## config.mk

```make
export PLATFORM = sky130hd
export DESIGN_NAME = pcp_top
export DESIGN_NICKNAME = d
export VERILOG_FILES = /design/src/hdl/pcp_div_ctr.v /design/src/hdl/pcp_top.v
export VERILOG_INCLUDE_DIRS = /design/src /design/src/hdl
export SDC_FILE = /design/constraint.sdc
export NUM_CORES = 1
export LEC_CHECK = 0
export BUFFER_PORTS_ARGS = -buffer_cell sky130_fd_sc_hd__buf_2
export CORE_MARGIN = 3
export CORE_UTILIZATION = 56
export DETAILED_ROUTE_END_ITERATION = 12
export PLACE_DENSITY = 0.87
export SLEW_MARGIN = 15
export SYNTH_ARGS = -nofsm -noshare
export SYNTH_HDL_FRONTEND = slang
export SYNTH_SLANG_ARGS = --single-unit
```

## constraint.sdc

```tcl
create_clock -name mclk -period 2.95 [get_ports mclk]
set_clock_uncertainty 0.1 [all_clocks]
set_input_delay 0.59 -clock mclk [delete_from_list [all_inputs] [get_ports mclk]]
set_output_delay 0.59 -clock mclk [all_outputs]
set_load 0.01 [all_outputs]
```

## src/hdl/pcp_consts.vh

```
`ifndef PCP_CONSTS_VH
`define PCP_CONSTS_VH
// loop power field codes
`define PCP_PWR_NORMAL 2'h0
`define PCP_PWR_ASYNC_DOWN 2'h1
`define PCP_PWR_RESET 2'h1
// oscillator divider select
`define PCP_DIVSEL_RESET 3'h0
`define PCP_DIVSEL_W 3
// charge pump modes
`define PCP_CP_HIZ 2'h0
`define PCP_CP_NORMAL 2'h3
`define PCP_CP_UP 2'h1
`define PCP_CP_DOWN 2'h2
`define PCP_CP_MODE_RESET 2'h0
// pump current code, eight steps
`define PCP_ICP_W 3
`define PCP_ICP_RESET 3'h7
// anti-backlash width
`define PCP_ABL_RESET 2'h0
// calibration sequencer states
`define PCP_CAL_IDLE 2'h0
`define PCP_CAL_ARMED 2'h1
`define PCP_CAL_RUN 2'h2
`define PCP_CAL_TIME_US 20
`define PCP_CAL_CYC ((`PCP_CAL_TIME_US * 25) / 1)
`endif

```

## src/hdl/pcp_div_ctr.v

```verilog
`timescale 1ns/1ns
`include "pcp_consts.vh"
// programmable divider model, code 0 -> /2, codes 1..6 -> /1../6
module pcp_div_ctr #(
  parameter W = 3
) (
  input wire mclk, // clock
  input wire rst_n, // synchronised reset, low active
  input wire [W-1:0] div_sel, // divide select code
  input wire clk_in, // input clock enable level
  output reg clk_out // divided tick
);
  reg [W-1:0] cnt_r;
  reg [W-1:0] ratio;
  always @* begin
    ratio = div_sel;
    if (div_sel == `PCP_DIVSEL_RESET)
      ratio = 3'h2;
    else if (div_sel > 3'h6)
      ratio = 3'h6;
  end
  always @(posedge mclk or negedge rst_n) begin
    if (!rst_n) begin
      cnt_r <= 3'h0;
      clk_out <= 1'b0;
    end else if (clk_in) begin
      if (cnt_r + 3'h1 >= ratio) begin
        cnt_r <= 3'h0;
        clk_out <= 1'b1;
      end else begin
        cnt_r <= cnt_r + 3'h1;
        clk_out <= 1'b0;
      end
    end else begin
      clk_out <= 1'b0;
    end
  end
endmodule // pcp_div_ctr

```

## src/hdl/pcp_top.v

```verilog
`timescale 1ns/1ns
`include "pcp_consts.vh"
// Functional notes
// - after reset loop held in async power-down, power field reads 01
// - divider select resets to 000, which means divide by two; ratios 1..6
// - default routes external input through divider to distribution
// - external input with loop on keeps internal oscillator off
// - polarity bit 0 positive, 1 negative
// - polarity matters only with external oscillator; internal fixed positive
// - detector compares reference and feedback, commands pump up or down
// - two-bit field selects anti-backlash pulse width
// - pump mode: high impedance, normal, constant up, constant down
// - pump current in eight equal steps
module pcp_top #(
  parameter CAL_CYC = `PCP_CAL_CYC
) (
  input wire mclk, // 25 MHz clock
  input wire rst_n, // async reset, low active
  input wire update_stb, // register update strobe
  input wire [1:0] pwr_mode, // loop power field
  input wire [2:0] div_sel, // oscillator divider select
  input wire src_osc, // 1 selects internal oscillator
  input wire div_bypass, // 1 bypasses divider
  input wire pol_neg, // detector polarity
  input wire [1:0] abl_width, // anti-backlash width
  input wire [1:0] cp_mode, // pump mode
  input wire [2:0] icp_code, // pump current code
  input wire cal_req, // calibration bit
  input wire ref_edge, // reference divider output tick
  input wire fb_edge, // feedback divider output tick
  input wire ext_clk_tick, // external input tick
  output reg [1:0] pwr_mode_q, // active loop power field
  output reg loop_pd, // loop powered down
  output reg osc_en, // internal oscillator enable
  output reg osc_to_presc, // internal osc feeds prescaler
  output reg [2:0] div_sel_q, // active divider select
  output reg dist_bypass, // distribution takes undivided source
  output reg dist_src_osc, // distribution source is oscillator
  output reg dist_tick, // tick into distribution
  output reg pol_eff, // effective polarity
  output reg [1:0] abl_q, // active anti-backlash width
  output reg [2:0] icp_q, // active pump current code
  output reg pump_up, // pump up command
  output reg pump_dn, // pump down command
  output reg pump_hiz, // pump output high impedance
  output reg cal_busy, // calibration running
  output reg cal_done // calibration finished
);
  ////////////////////////////////////////////////////////////////////
  reg rs1_r, rs2_r;
  wire srst_n = rs2_r;
  always @(posedge mclk or negedge rst_n) begin
    if (!rst_n) begin
      rs1_r <= 1'b0;
      rs2_r <= 1'b0;
    end else begin
      rs1_r <= 1'b1;
      rs2_r <= rs1_r;
    end
  end
  ////////////////////////////////////////////////////////////////////
  // shadow registers loaded on update strobe
  reg [1:0] pwr_r, cpm_r, abl_r;
  reg [2:0] dsel_r, icp_r;
  reg src_r, byp_r, pol_r;
  always @(posedge mclk or negedge srst_n) begin
    if (!srst_n) begin
      pwr_r <= `PCP_PWR_RESET;
      dsel_r <= `PCP_DIVSEL_RESET;
      src_r <= 1'b0;
      byp_r <= 1'b0;
      pol_r <= 1'b0;
      abl_r <= `PCP_ABL_RESET;
      cpm_r <= `PCP_CP_MODE_RESET;
      icp_r <= `PCP_ICP_RESET;
    end else if (update_stb) begin
      pwr_r <= pwr_mode;
      dsel_r <= div_sel;
      src_r <= src_osc;
      byp_r <= div_bypass;
      pol_r <= pol_neg;
      abl_r <= abl_width;
      cpm_r <= cp_mode;
      icp_r <= icp_code;
    end
  end
  wire loop_on = (pwr_r == `PCP_PWR_NORMAL);
  ////////////////////////////////////////////////////////////////////
  // divider in the distribution path
  wire div_tick;
  pcp_div_ctr #(.W(`PCP_DIVSEL_W)) u_div (
    .mclk(mclk),
    .rst_n(srst_n),
    .div_sel(dsel_r),
    .clk_in(ext_clk_tick),
    .clk_out(div_tick)
  );
  ////////////////////////////////////////////////////////////////////
  // detector: latch each edge, clear both after anti-backlash overlap
  reg up_r, dn_r;
  reg [1:0] abl_cnt_r;
  always @(posedge mclk or negedge srst_n) begin
    if (!srst_n) begin
      up_r <= 1'b0;
      dn_r <= 1'b0;
      abl_cnt_r <= 2'h0;
    end else if (up_r && dn_r) begin
      if (abl_cnt_r >= abl_r) begin
        up_r <= ref_edge;
        dn_r <= fb_edge;
        abl_cnt_r <= 2'h0;
      end else begin
        abl_cnt_r <= abl_cnt_r + 2'h1;
      end
    end else begin
      if (ref_edge)
        up_r <= 1'b1;
      if (fb_edge)
        dn_r <= 1'b1;
    end
  end
  // external path honours polarity, internal fixed positive
  wire pol_w = src_r ? 1'b0 : pol_r;
  ////////////////////////////////////////////////////////////////////
  // calibration: arm on cleared bit, run on set bit with strobe
  reg [1:0] cal_st_r;
  reg [31:0] cal_cnt_r;
  reg cal_first_r;
  always @(posedge mclk or negedge srst_n) begin
    if (!srst_n) begin
      cal_st_r <= `PCP_CAL_ARMED;
      cal_cnt_r <= 32'h0;
      cal_first_r <= 1'b1;
    end else begin
      case (cal_st_r)
        `PCP_CAL_IDLE: begin
          if (update_stb && !cal_req)
            cal_st_r <= `PCP_CAL_ARMED;
        end
        `PCP_CAL_ARMED: begin
          if (update_stb && cal_req) begin
            cal_st_r <= `PCP_CAL_RUN;
            cal_cnt_r <= 32'h0;
            cal_first_r <= 1'b0;
          end
        end
        `PCP_CAL_RUN: begin
          if (cal_cnt_r >= CAL_CYC - 1)
            cal_st_r <= `PCP_CAL_IDLE;
          else
            cal_cnt_r <= cal_cnt_r + 32'h1;
        end
        default: cal_st_r <= `PCP_CAL_IDLE;
      endcase
    end
  end
  ////////////////////////////////////////////////////////////////////
  always @(posedge mclk or negedge srst_n) begin
    if (!srst_n) begin
      pwr_mode_q <= `PCP_PWR_RESET;
      loop_pd <= 1'b1;
      osc_en <= 1'b0;
      osc_to_presc <= 1'b0;
      div_sel_q <= `PCP_DIVSEL_RESET;
      dist_bypass <= 1'b0;
      dist_src_osc <= 1'b0;
      dist_tick <= 1'b0;
      pol_eff <= 1'b0;
      abl_q <= `PCP_ABL_RESET;
      icp_q <= `PCP_ICP_RESET;
      pump_up <= 1'b0;
      pump_dn <= 1'b0;
      pump_hiz <= 1'b1;
      cal_busy <= 1'b0;
      cal_done <= 1'b0;
    end else begin
      pwr_mode_q <= pwr_r;
      loop_pd <= !loop_on;
      osc_en <= src_r;
      osc_to_presc <= src_r;
      div_sel_q <= dsel_r;
      dist_bypass <= byp_r;
      dist_src_osc <= src_r;
      dist_tick <= byp_r ? ext_clk_tick : div_tick;
      pol_eff <= pol_w;
      abl_q <= abl_r;
      icp_q <= icp_r;
      cal_busy <= (cal_st_r == `PCP_CAL_RUN);
      cal_done <= (cal_st_r == `PCP_CAL_IDLE) && !cal_first_r;
      pump_hiz <= !loop_on || (cpm_r == `PCP_CP_HIZ);
      case (cpm_r)
        `PCP_CP_NORMAL: begin
          // both pumps on during the anti-backlash overlap
          pump_up <= loop_on && (pol_w ? dn_r : up_r);
          pump_dn <= loop_on && (pol_w ? up_r : dn_r);
        end
        `PCP_CP_UP: begin
          pump_up <= loop_on;
          pump_dn <= 1'b0;
        end
        `PCP_CP_DOWN: begin
          pump_up <= 1'b0;
          pump_dn <= loop_on;
        end
        default: begin
          pump_up <= 1'b0;
          pump_dn <= 1'b0;
        end
      endcase
    end
  end
endmodule // pcp_top

```

==> results of run 1 <==
## power by group
part,total [W],internal [W],switching (W)
logic,0.000461,0.000208,0.000252
registers,0.00134,0.00124,0.000104
clock network,0.000962,0.000563,0.000399
total,0.00277,0.00201,0.000756
## cell families after synthesis
logic type | after synthesis | synth area share
simple gates | 84 | 0.1602
flops | 80 | 0.6474
compound gates | 30 | 0.06105
mux | 22 | 0.07631
buf+inv | 19 | 0.02570
fa+ha+maj | 7 | 0.02811
other cells | 1 | 0.001204
## sequential cells by signal (all words and copies together), names as in the netlist, 2 cells and up
signal / flops
icp_r: 3
abl_q: 2
pwr_r: 2
cal_cnt_r: 32
icp_q: 3
u_div.cnt_r: 3
dsel_r: 3
pwr_mode_q: 2
cpm_r: 2
div_sel_q: 3
abl_r: 2
cal_st_r: 2
abl_cnt_r: 2
## routing by layer
metal / up-vias / wire length [um]
met2: 55 / 2829
met3: 14 / 327
met1: 959 / 2277
met4: 0 / 128
met5: - / 0
li1: 933 / -
## Yosys cell counts, types with 2 or more instances
cell       count
dfrtp_1       68
and2_1        25
nand2_1       16
mux2_2        14
dfstp_2       12
inv_1         10
a21oi_1        8
mux2i_1        8
ha_1           7
nand2b_1       7
o21ai_0        7
clkbuf_1       6
nor2_1         5
a21o_1         4
nand3_1        4
nor3_1         4
nor4_1         4
and3_1         3
nor4_2         3
o31ai_1        3
or4_1          3
a211oi_1       2
buf_4          2
nor2b_1        2
o2111ai_1      2
## path summary, 6_finish.rpt
kind | from | end | slack (ns) | cells past startpoint
worst max-delay path | cal_cnt_r[25]$_DFFE_PN0P_ | cal_cnt_r[0]$_DFFE_PN0P_ | 0.85 | 4
worst min-delay path | rs2_r$_DFF_PN0_ | abl_cnt_r[0]$_DFFE_PN0P_ | 0.16 | 0
worst max register to register | cal_cnt_r[25]$_DFFE_PN0P_ | cal_cnt_r[0]$_DFFE_PN0P_ | 0.85 | 4
worst min register to register | rs2_r$_DFF_PN0_ | abl_cnt_r[0]$_DFFE_PN0P_ | 0.16 | 0
max in group asynchronous | rs2_r$_DFF_PN0_ | icp_q[2]$_DFF_PN1_ | 1.75 | 1
min in group mclk | rs1_r$_DFF_PN0_ | rs2_r$_DFF_PN0_ | 0.27 | 0
## stage by stage
stage,worst slack [ns],hold slack (ns)
6_report,0.8469,0.1645
5_1_grt,0.5848,0.2179
4_1_cts,0.8367,0.1893
3_5_place_dp,0.8346,0.1864
3_3_place_gp,1.012,0.1760
2_1_floorplan,0.4779,0.1944
## layout make-up
type / count / area share
Multi-Input combinational cell: 144 / 0.2788
Clock inverter: 7 / 0.03288
Tap cell: 70 / 0.02397
Clock buffer: 9 / 0.03390
Timing Repair Buffer: 47 / 0.06781
Sequential cell: 80 / 0.5524
Inverter: 10 / 0.01027
==> reports/results.tsv, run 1 <==
stage	metric	value	unit
routing	wl_per_cell	15.16	um
setup_path	crit_type	reg -> reg	
cells_and_area	fin_util	0.6976	
timing	max_freq	475.5	MHz
outcome	outcome	completed	
clock_tree	cts_max_path_buffers	2	
die	dieHeight	80.59	um
power_and_ir_drop	peakVddDrop	0.5650	mV
power_and_ir_drop	total_power	0.002765	W
setup_path	critPathBufInv	0	
place	gp_congestion	0.9035	
synthesis	avgSynthCellArea	12.82	sq um
setup_path	slowest_stage	a211oi_1	
clock_tree	clk_pin_slew	0.08	ns
setup_path	max_stage_delay	0.58	ns
clock_tree	cts_buffers	9	
synthesis	synthCells	243	
die	die_x	80.59	um
global_route	antenna_found_initial	0	
synthesis	synth-edff-count	0	
synthesis	ys_top_cells_by_area	dfrtp_1 55%, dfstp_2 10%, mux2_2 5.1%	
cells_and_area	drive_above_1_share	0.3131	
clock_tree	cts_tree	done	
die	die_area	6495	sq um
run	cap_violations	0	
timing	hold_violations	0	
min_path	hold_path_class	reg -> async	
cells_and_area	layout_commonest_cell	dfrtp_1	
cells_and_area	final_area	3654	sq um
synthesis	synth_ff_type	dfrtp_1	
power_and_ir_drop	power_density	756.9	nW/um^2
timing	finalSetupViolCount	0	
routing	drt_iter0_drc	147	
power_and_ir_drop	p_leak	1.768	nW
routing	drt-vias-per-instance	5.343	
global_route	grt_max_degree	33	
clock_tree	postCtsSetupRepairBufs	0	
clock_tree	clk_latency	0.35	ns
routing	wirelength	5563	um
setup_path	cp_top_family	simple AND/OR/NAND/NOR gates	
global_route	grt_pass1_wl	9384	um
synthesis	async_flop_share	1.000	
setup_path	critPathArrivalTime	2.26	ns
place	dp_cells	350	
cells_and_area	fillCellCount	331	
synthesis	yosysWarningCount	0	
timing	setup_tns	0	ns
routing	drc	0	
global_route	grt_use_met3	0.06278	
synthesis	synth-seq-cells	80	
setup_path	path_max_fanout	11	
clock_tree	cts_sinks	80	
setup_path	crit_chain	nor4_2 > nand4_1 > a211oi_1 > mux2i_1	
global_route	groute.usage.overall	0.1976	
cells_and_area	regArea	2018	sq um
die	start_util	0.5948	
place	port_buffers	43	
synthesis	syn-num-nets	272	
die	io-pin-count	44	
setup_path	start_kind	flip-flop	
routing	via_count	1961	
timing	worst_pin_slew	0.5562	ns
clock_tree	cts_hold_buf	1	
synthesis	netlist.area_leader.share	0.5462	
cells_and_area	layoutNonFillerInstCount	367	
cells_and_area	diodes	0	
clock_tree	ctsResizeCount	0	
synthesis	synth_cell_type_count	39	
global_route	grtUsageMet1	0.2325	
global_route	grt.busiest_layer	met2	
cells_and_area	layout_common_cells	67 x dfrtp_1, 43 x buf_2, 25 x and2_1	
cells_and_area	layout-area-overhead-vs-synth	17.27	%
global_route	grt_use_met2	0.3270	
cells_and_area	fin_nets	321	
global_route	overflow	0	
clock_tree	htree_levels	3	
routing	antenna_left	0	
place	postPlaceCellArea	3400	sq um
synthesis	synth_area_leader_cell	dfrtp_1	
routing	first_pass_iters	4	
timing	max-slew-margin-rel	0.6292	
global_route	grt_pass1_vias	1985	
timing	fin_crit_sh	0.7129	
cells_and_area	multi_input_area	1018	sq um
synthesis	ys_seq_area_frac	0.6474	
timing	slew_viol_final	0	
place	hpwl	3731	um
die	rows	26	
clock_tree	root_buffer	clkbuf_8	
setup_path	end_kind	flip-flop	
timing	grt_setup_unrepaired	no	
die	core_area	5238	sq um
synthesis	syn_area	3115	sq um
timing	min_period	2.103	ns
setup_path	crit_required	3.11	ns
Power figures use the tool's default switching activity.
==> run 2, diff against run 1 <==
--- a/config.mk
+++ b/config.mk
@@ -8,9 +8,9 @@
 export LEC_CHECK = 0
 export BUFFER_PORTS_ARGS = -buffer_cell sky130_fd_sc_hd__buf_2
 export CORE_MARGIN = 3
-export CORE_UTILIZATION = 56
+export CORE_UTILIZATION = 51
 export DETAILED_ROUTE_END_ITERATION = 12
-export PLACE_DENSITY = 0.87
+export PLACE_DENSITY = 0.84
 export SLEW_MARGIN = 15
 export SYNTH_ARGS = -nofsm -noshare
 export SYNTH_HDL_FRONTEND = slang
==> constraint.sdc (replaced) <==
create_clock -name mclk -period 1.8 [get_ports mclk]
set_clock_uncertainty 0.1 [all_clocks]
set_input_delay 0.36 -clock mclk [delete_from_list [all_inputs] [get_ports mclk]]
set_output_delay 0.36 -clock mclk [all_outputs]
set_load 0.01 [all_outputs]
==> run 2 against run 1 <==
The flow now finishes with violations (negative setup slack). Worst hold slack got worse by 0.078 ns. Routed wire length increased by 3.6%. Via count increased by 3.0%. Critical path type unchanged. Design area increased by 4.6%. Non-clock buffer count increased by 10. Setup slack got worse by 0.92 ns. Flip-flop and latch count unchanged. Largest power group unchanged.
==> reports/results.tsv, run 2 (synthesized netlist as in run 1, its figures left out) <==
stage	metric	value	unit	change
power_and_ir_drop	power_density	1185	nW/um^2	was 756.9 nW/um^2
cells_and_area	largest_reg_flops	32		unchanged
timing	fin_crit_sh	1.041		was 0.7129
global_route	grt_max_degree	49		was 33
routing	first_pass_iters	4		unchanged
die	dieHeight	84.16	um	was 80.59 um
setup_path	critPathArrivalTime	2.05	ns	was 2.26 ns
cells_and_area	fin_nets	331		was 321
power_and_ir_drop	peakVddDrop	1.053	mV	was 0.5650 mV
cells_and_area	layout_commonest_cell	dfrtp_1		unchanged
place	port_buffers	43		unchanged
clock_tree	clk_latency	0.34	ns	was 0.35 ns
clock_tree	cts_tree	done		unchanged
setup_path	path_max_fanout	6		was 11
global_route	antenna_found_initial	0		unchanged
cells_and_area	fin_util	0.6691		was 0.6976
setup_path	crit_type	reg -> reg		unchanged
clock_tree	cts_max_path_buffers	2		unchanged
clock_tree	clk_pin_slew	0.08	ns	about the same
die	core_area	5709	sq um	was 5238 sq um
min_path	hold_path_class	in -> reg		was reg -> async
die	start_util	0.5457		was 0.5948
timing	worst_slack	-0.07347	ns	was 0.8469 ns
routing	wl_per_cell	15.21	um	was 15.16 um
timing	max-slew-margin-rel	0.6185		was 0.6292
global_route	grt_use_met2	0.2697		was 0.3270
clock_tree	cts_buffers	9		unchanged
setup_path	crit_required	1.98	ns	was 3.11 ns
cells_and_area	fillCellCount	377		was 331
clock_tree	htree_levels	3		unchanged
timing	max_freq	533.8	MHz	was 475.5 MHz
setup_path	end_kind	flip-flop		unchanged
global_route	grt_pass1_wl	9528	um	was 9384 um
routing	drt-vias-per-instance	5.330		was 5.343
outcome	violations	negative setup slack		
timing	grt_setup_unrepaired	yes		was no
setup_path	start_kind	flip-flop		unchanged
run	cap_violations	0		unchanged
place	gp_congestion	0.7673		was 0.9035
routing	wirelength	5765	um	was 5563 um
cells_and_area	registers.top_by_ff_count	cal_cnt_r		unchanged
cells_and_area	layout-area-overhead-vs-synth	22.61	%	was 17.27%
timing	worst_pin_slew	0.5723	ns	was 0.5562 ns
die	rows	27		was 26
routing	via_count	2020		was 1961
clock_tree	cts_sinks	80		unchanged
timing	hold_violations	0		unchanged
cells_and_area	diodes	0		unchanged
timing	finalSetupViolCount	7		was 0
place	hpwl	3721	um	was 3731 um
die	die_area	7083	sq um	was 6495 sq um
cells_and_area	layout_common_cells	67 x dfrtp_1, 44 x buf_2, 25 x and2_1		was 67 x dfrtp_1, 43 x buf_2, 25 x and2_1
die	die_x	84.16	um	was 80.59 um
cells_and_area	drive_above_1_share	0.3941		was 0.3131
global_route	grt.busiest_layer	met2		unchanged
routing	drc	0		unchanged
routing	antenna_left	0		unchanged
power_and_ir_drop	total_power	0.004527	W	was 0.002765 W
global_route	groute.usage.overall	0.1693		was 0.1976
timing	slew_viol_final	0		unchanged
clock_tree	root_buffer	clkbuf_8		unchanged
outcome	outcome	finished, violations left		was completed
routing	drt_iter0_drc	121		was 147
global_route	grt_pass1_vias	2111		was 1985
power_and_ir_drop	p_leak	1.818	nW	was 1.768 nW
global_route	overflow	0		unchanged
global_route	grtUsageMet1	0.2048		was 0.2325
die	io-pin-count	44		unchanged
timing	min_period	1.873	ns	was 2.103 ns
global_route	grt_use_met3	0.07556		was 0.06278
timing	holdWs	0.08630	ns	was 0.1645 ns
==> run 2: final timing paths <==
check	startpoint	end	slack, ns	cells after the start
max in group asynchronous	rs2_r$_DFF_PN0_	cal_st_r[0]$_DFFE_PN1P_	0.92	1
worst min-delay path	cal_req	cal_st_r[0]$_DFFE_PN1P_	0.09	2
worst max register to register	cal_cnt_r[18]$_DFFE_PN0P_	cal_cnt_r[5]$_DFFE_PN0P_	-0.07	5
min in group asynchronous	rs2_r$_DFF_PN0_	pwr_r[1]$_DFFE_PN0P_	0.20	1
worst min register to register	rs2_r$_DFF_PN0_	pwr_r[1]$_DFFE_PN0P_	0.20	1
worst max-delay path	cal_cnt_r[18]$_DFFE_PN0P_	cal_cnt_r[5]$_DFFE_PN0P_	-0.07	5
==> run 2: routing by layer <==
metal	up-vias	wire length [um]
li1	956	-
met1	998	2422
met2	53	2802
met3	13	413
met4	0	126
met5	-	0
==> run 2: power breakdown <==
group | switching [W] | internal, W | total [W]
combinational | 0.000559 | 0.000477 | 0.00104
clock | 0.000603 | 0.000714 | 0.00132
sequential | 0.000145 | 0.00203 | 0.00218
==> run 2: final cells by class <==
cell class	count	area, sq um	area share
clock inverter	3	40.04	0.01048
inverter	10	37.54	0.009826
timing repair buffer	57	324.1	0.08483
clock buffer	13	158.9	0.04160
multi-input combinational	144	1151	0.3013
sequential	80	2018	0.5283
tap	72	90.09	0.02358
==> run 2: worst max-delay path, stage by stage (launching register included) <==
cell and delay, ns:
dfrtp_1 0.41, nor4_4 0.29, nand4_1 0.20, buf_6 0.19, or4_4 0.48, a21oi_2 0.14
==> run 2: through the flow <==
stage               std cells  setup slack (ns)  cell area, sq um   TNS [ns]
global placement          361         -0.004771              3470  -0.004771
global route              379           -0.1561              3820     -1.020
detailed placement        361          -0.01888              3470   -0.03563
finish                    379          -0.07347              3820    -0.2763
CTS                       378          -0.03351              3682   -0.07830
floorplan                 243           0.05693              3117          0
==> run 2: timing repair <==
item	in CTS	in global routing
endpoints found under the hold margin	2	0
pin swaps	1	15
cloned	0	1
buffers inserted	0	0
setup endpoints to repair	8	13
resized for setup	2	26
hold buffers	1	0
==> run 3, diff against run 2 <==
--- a/config.mk
+++ b/config.mk
@@ -8,9 +8,10 @@
 export LEC_CHECK = 0
 export BUFFER_PORTS_ARGS = -buffer_cell sky130_fd_sc_hd__buf_2
 export CORE_MARGIN = 3
-export CORE_UTILIZATION = 51
+export CORE_UTILIZATION = 40
 export DETAILED_ROUTE_END_ITERATION = 12
-export PLACE_DENSITY = 0.84
+export PLACE_DENSITY = 0.7
+export SKIP_CTS_REPAIR_TIMING = 1
 export SLEW_MARGIN = 15
 export SYNTH_ARGS = -nofsm -noshare
 export SYNTH_HDL_FRONTEND = slang
==> run 3 against run 2 <==
The flow still finishes with violations (negative setup slack). Fmax is 0.54% higher. Clock power hardly changed. Sequential share of layout area is 0.28 points lower. Global-route usage is 3.3 points lower. Final cell count is 7.4% higher. Design area is 0.52% higher. Non-clock buffer count is 1 higher. Worst hold slack worse by 0.014 ns. Routed wire length is 4.5% lower. Critical path depth stayed put.
==> reports/results.tsv, run 3 (synthesized netlist as in run 1, its figures left out) <==
stage	metric	value	unit	change
die	io-pin-count	44		unchanged
setup_path	crit_type	reg -> reg		unchanged
cells_and_area	layout_commonest_cell	dfrtp_1		unchanged
die	die_x	94.26	um	was 84.16 um
clock_tree	htree_levels	3		unchanged
setup_path	timing.rr.start	cal_cnt_r[29]$_DFFE_PN0P_		was cal_cnt_r[18]$_DFFE_PN0P_
global_route	grt_pass1_wl	9328	um	was 9528 um
setup_path	path_max_fanout	5		was 6
die	start_util	0.4205		was 0.5457
clock_tree	clk_pin_slew	0.08	ns	about the same
die	core_area	7408	sq um	was 5709 sq um
power_and_ir_drop	power_density	1145	nW/um^2	was 1185 nW/um^2
setup_path	crit_required	1.96	ns	was 1.98 ns
timing	slew_viol_final	0		unchanged
clock_tree	cts_buffers	9		unchanged
routing	first_pass_iters	5		was 4
global_route	antenna_found_initial	0		unchanged
die	rows	31		was 27
timing	finalSetupViolCount	5		was 7
timing	max_freq	536.6	MHz	was 533.8 MHz
cells_and_area	drive_above_1_share	0.3864		was 0.3941
routing	via_count	1983		was 2020
place	port_buffers	43		unchanged
routing	wirelength	5505	um	was 5765 um
routing	drt_iter0_drc	118		was 121
place	hpwl	3756	um	was 3721 um
clock_tree	cts_tree	done		unchanged
cells_and_area	diodes	0		unchanged
global_route	groute.usage.overall	0.1364		was 0.1693
clock_tree	root_buffer	clkbuf_8		unchanged
global_route	grt_pass1_vias	2083		was 2111
min_path	hold_depth	2		unchanged
global_route	overflow	0		unchanged
timing	grt_setup_unrepaired	yes		unchanged
place	postPlaceCellArea	3543	sq um	was 3470 sq um
routing	drt-vias-per-instance	4.872		was 5.330
min_path	hold_path_class	in -> reg		unchanged
die	dieHeight	94.26	um	was 84.16 um
clock_tree	cts_max_path_buffers	2		unchanged
setup_path	critPathArrivalTime	2.03	ns	was 2.05 ns
cells_and_area	final_area	3840	sq um	was 3820 sq um
setup_path	start_kind	flip-flop		unchanged
timing	holdWs	0.07221	ns	was 0.08630 ns
cells_and_area	fin_nets	332		was 331
cells_and_area	registers.top_by_ff_count	cal_cnt_r		unchanged
cells_and_area	largest_reg_flops	32		unchanged
setup_path	r2r_cells	5		unchanged
setup_path	end_kind	flip-flop		unchanged
power_and_ir_drop	p_leak	1.823	nW	was 1.818 nW
cells_and_area	layoutNonFillerInstCount	407		was 379
routing	antenna_left	0		unchanged
cells_and_area	layout-area-overhead-vs-synth	23.25	%	was 22.61%
power_and_ir_drop	peakVddDrop	0.6575	mV	was 1.053 mV
min_path	holdCritStartpoint	cal_req		unchanged
timing	hold_violations	0		unchanged
place	dp_cells	390		was 361
timing	worst_slack	-0.06347	ns	was -0.07347 ns
cells_and_area	layout_common_cells	67 x dfrtp_1, 43 x buf_2, 25 x and2_1		was 67 x dfrtp_1, 44 x buf_2, 25 x and2_1
global_route	grt_max_degree	51		was 49
timing	fin_crit_sh	1.035		was 1.041
die	die_area	8884	sq um	was 7083 sq um
timing	min_period	1.863	ns	was 1.873 ns
place	gp_congestion	0.8131		was 0.7673
clock_tree	clk_latency	0.34	ns	about the same
run	cap_violations	0		unchanged
outcome	outcome	finished, violations left		unchanged
routing	wl_per_cell	13.53	um	was 15.21 um
setup_path	reg2reg_to	cal_cnt_r[3]$_DFFE_PN0P_		was cal_cnt_r[5]$_DFFE_PN0P_
setup_path	reg2reg_slack	-0.06	ns	was -0.07 ns
outcome	violations	negative setup slack		unchanged
min_path	hold_end	cal_st_r[0]$_DFFE_PN1P_		unchanged
clock_tree	cts_sinks	80		unchanged
routing	drc	0		unchanged
run 3: how the worst max path moves through the flow:
stage / start / to / cells past startpoint
3_3_place_gp: cal_cnt_r[16]$_DFFE_PN0P_ / cal_cnt_r[8]$_DFFE_PN0P_ / 5
6_report: cal_cnt_r[29]$_DFFE_PN0P_ / cal_cnt_r[3]$_DFFE_PN0P_ / 5
2_1_floorplan: u_div.cnt_r[0]$_DFFE_PN0P_ / u_div.cnt_r[2]$_DFFE_PN0P_ / 7
3_5_place_dp: u_div.cnt_r[0]$_DFFE_PN0P_ / u_div.cnt_r[2]$_DFFE_PN0P_ / 7
5_1_grt: cal_cnt_r[21]$_DFFE_PN0P_ / cal_cnt_r[3]$_DFFE_PN0P_ / 5
4_1_cts: u_div.cnt_r[0]$_DFFE_PN0P_ / u_div.cnt_r[2]$_DFFE_PN0P_ / 7
run 3: cell type report:
class,count,area [sq um]
Inverter,10,37.54
Sequential cell,80,2018
Timing Repair Buffer,58,359.1
Fill cell,637,3568
Clock inverter,3,42.54
Clock buffer,13,158.9
Tap cell,99,123.9
Multi-Input combinational cell,144,1100
run 3: worst max-delay path, stage by stage, from the launching register on:
cell and delay (ns):
dfrtp_1 0.39, nor4_2 0.28, nand4_1 0.22, buf_4 0.22, or4_4 0.48, a21oi_2 0.12
run 3: layer usage:
layer | up-vias | global-route usage | routed length [um]
met3 | 12 | 0.05609 | 334
met2 | 50 | 0.2110 | 2618
met1 | 964 | 0.1692 | 2428
met5 | - | 0 | 0
met4 | 0 | 0.05535 | 124
li1 | 957 | - | -
run 3: metrics by stage:
step / utilization / worst slack, ns / total power, W / setup TNS [ns]
2_1_floorplan: - / 0.05693 / 0.002740 / 0
3_3_place_gp: 0.4783 / -0.01944 / 0.003000 / -0.03380
3_5_place_dp: 0.4783 / -0.03086 / 0.003048 / -0.1064
4_1_cts: 0.5055 / -0.05100 / 0.004373 / -0.1961
5_1_grt: 0.5183 / -0.1669 / 0.004693 / -1.149
6_report: 0.5183 / -0.06347 / 0.004398 / -0.2227
run 3: power breakdown:
group          switching (W)  internal [W]
Clock               0.000598      0.000716
Combinational       0.000478      0.000430
Sequential          0.000145       0.00203
Total                0.00122       0.00318
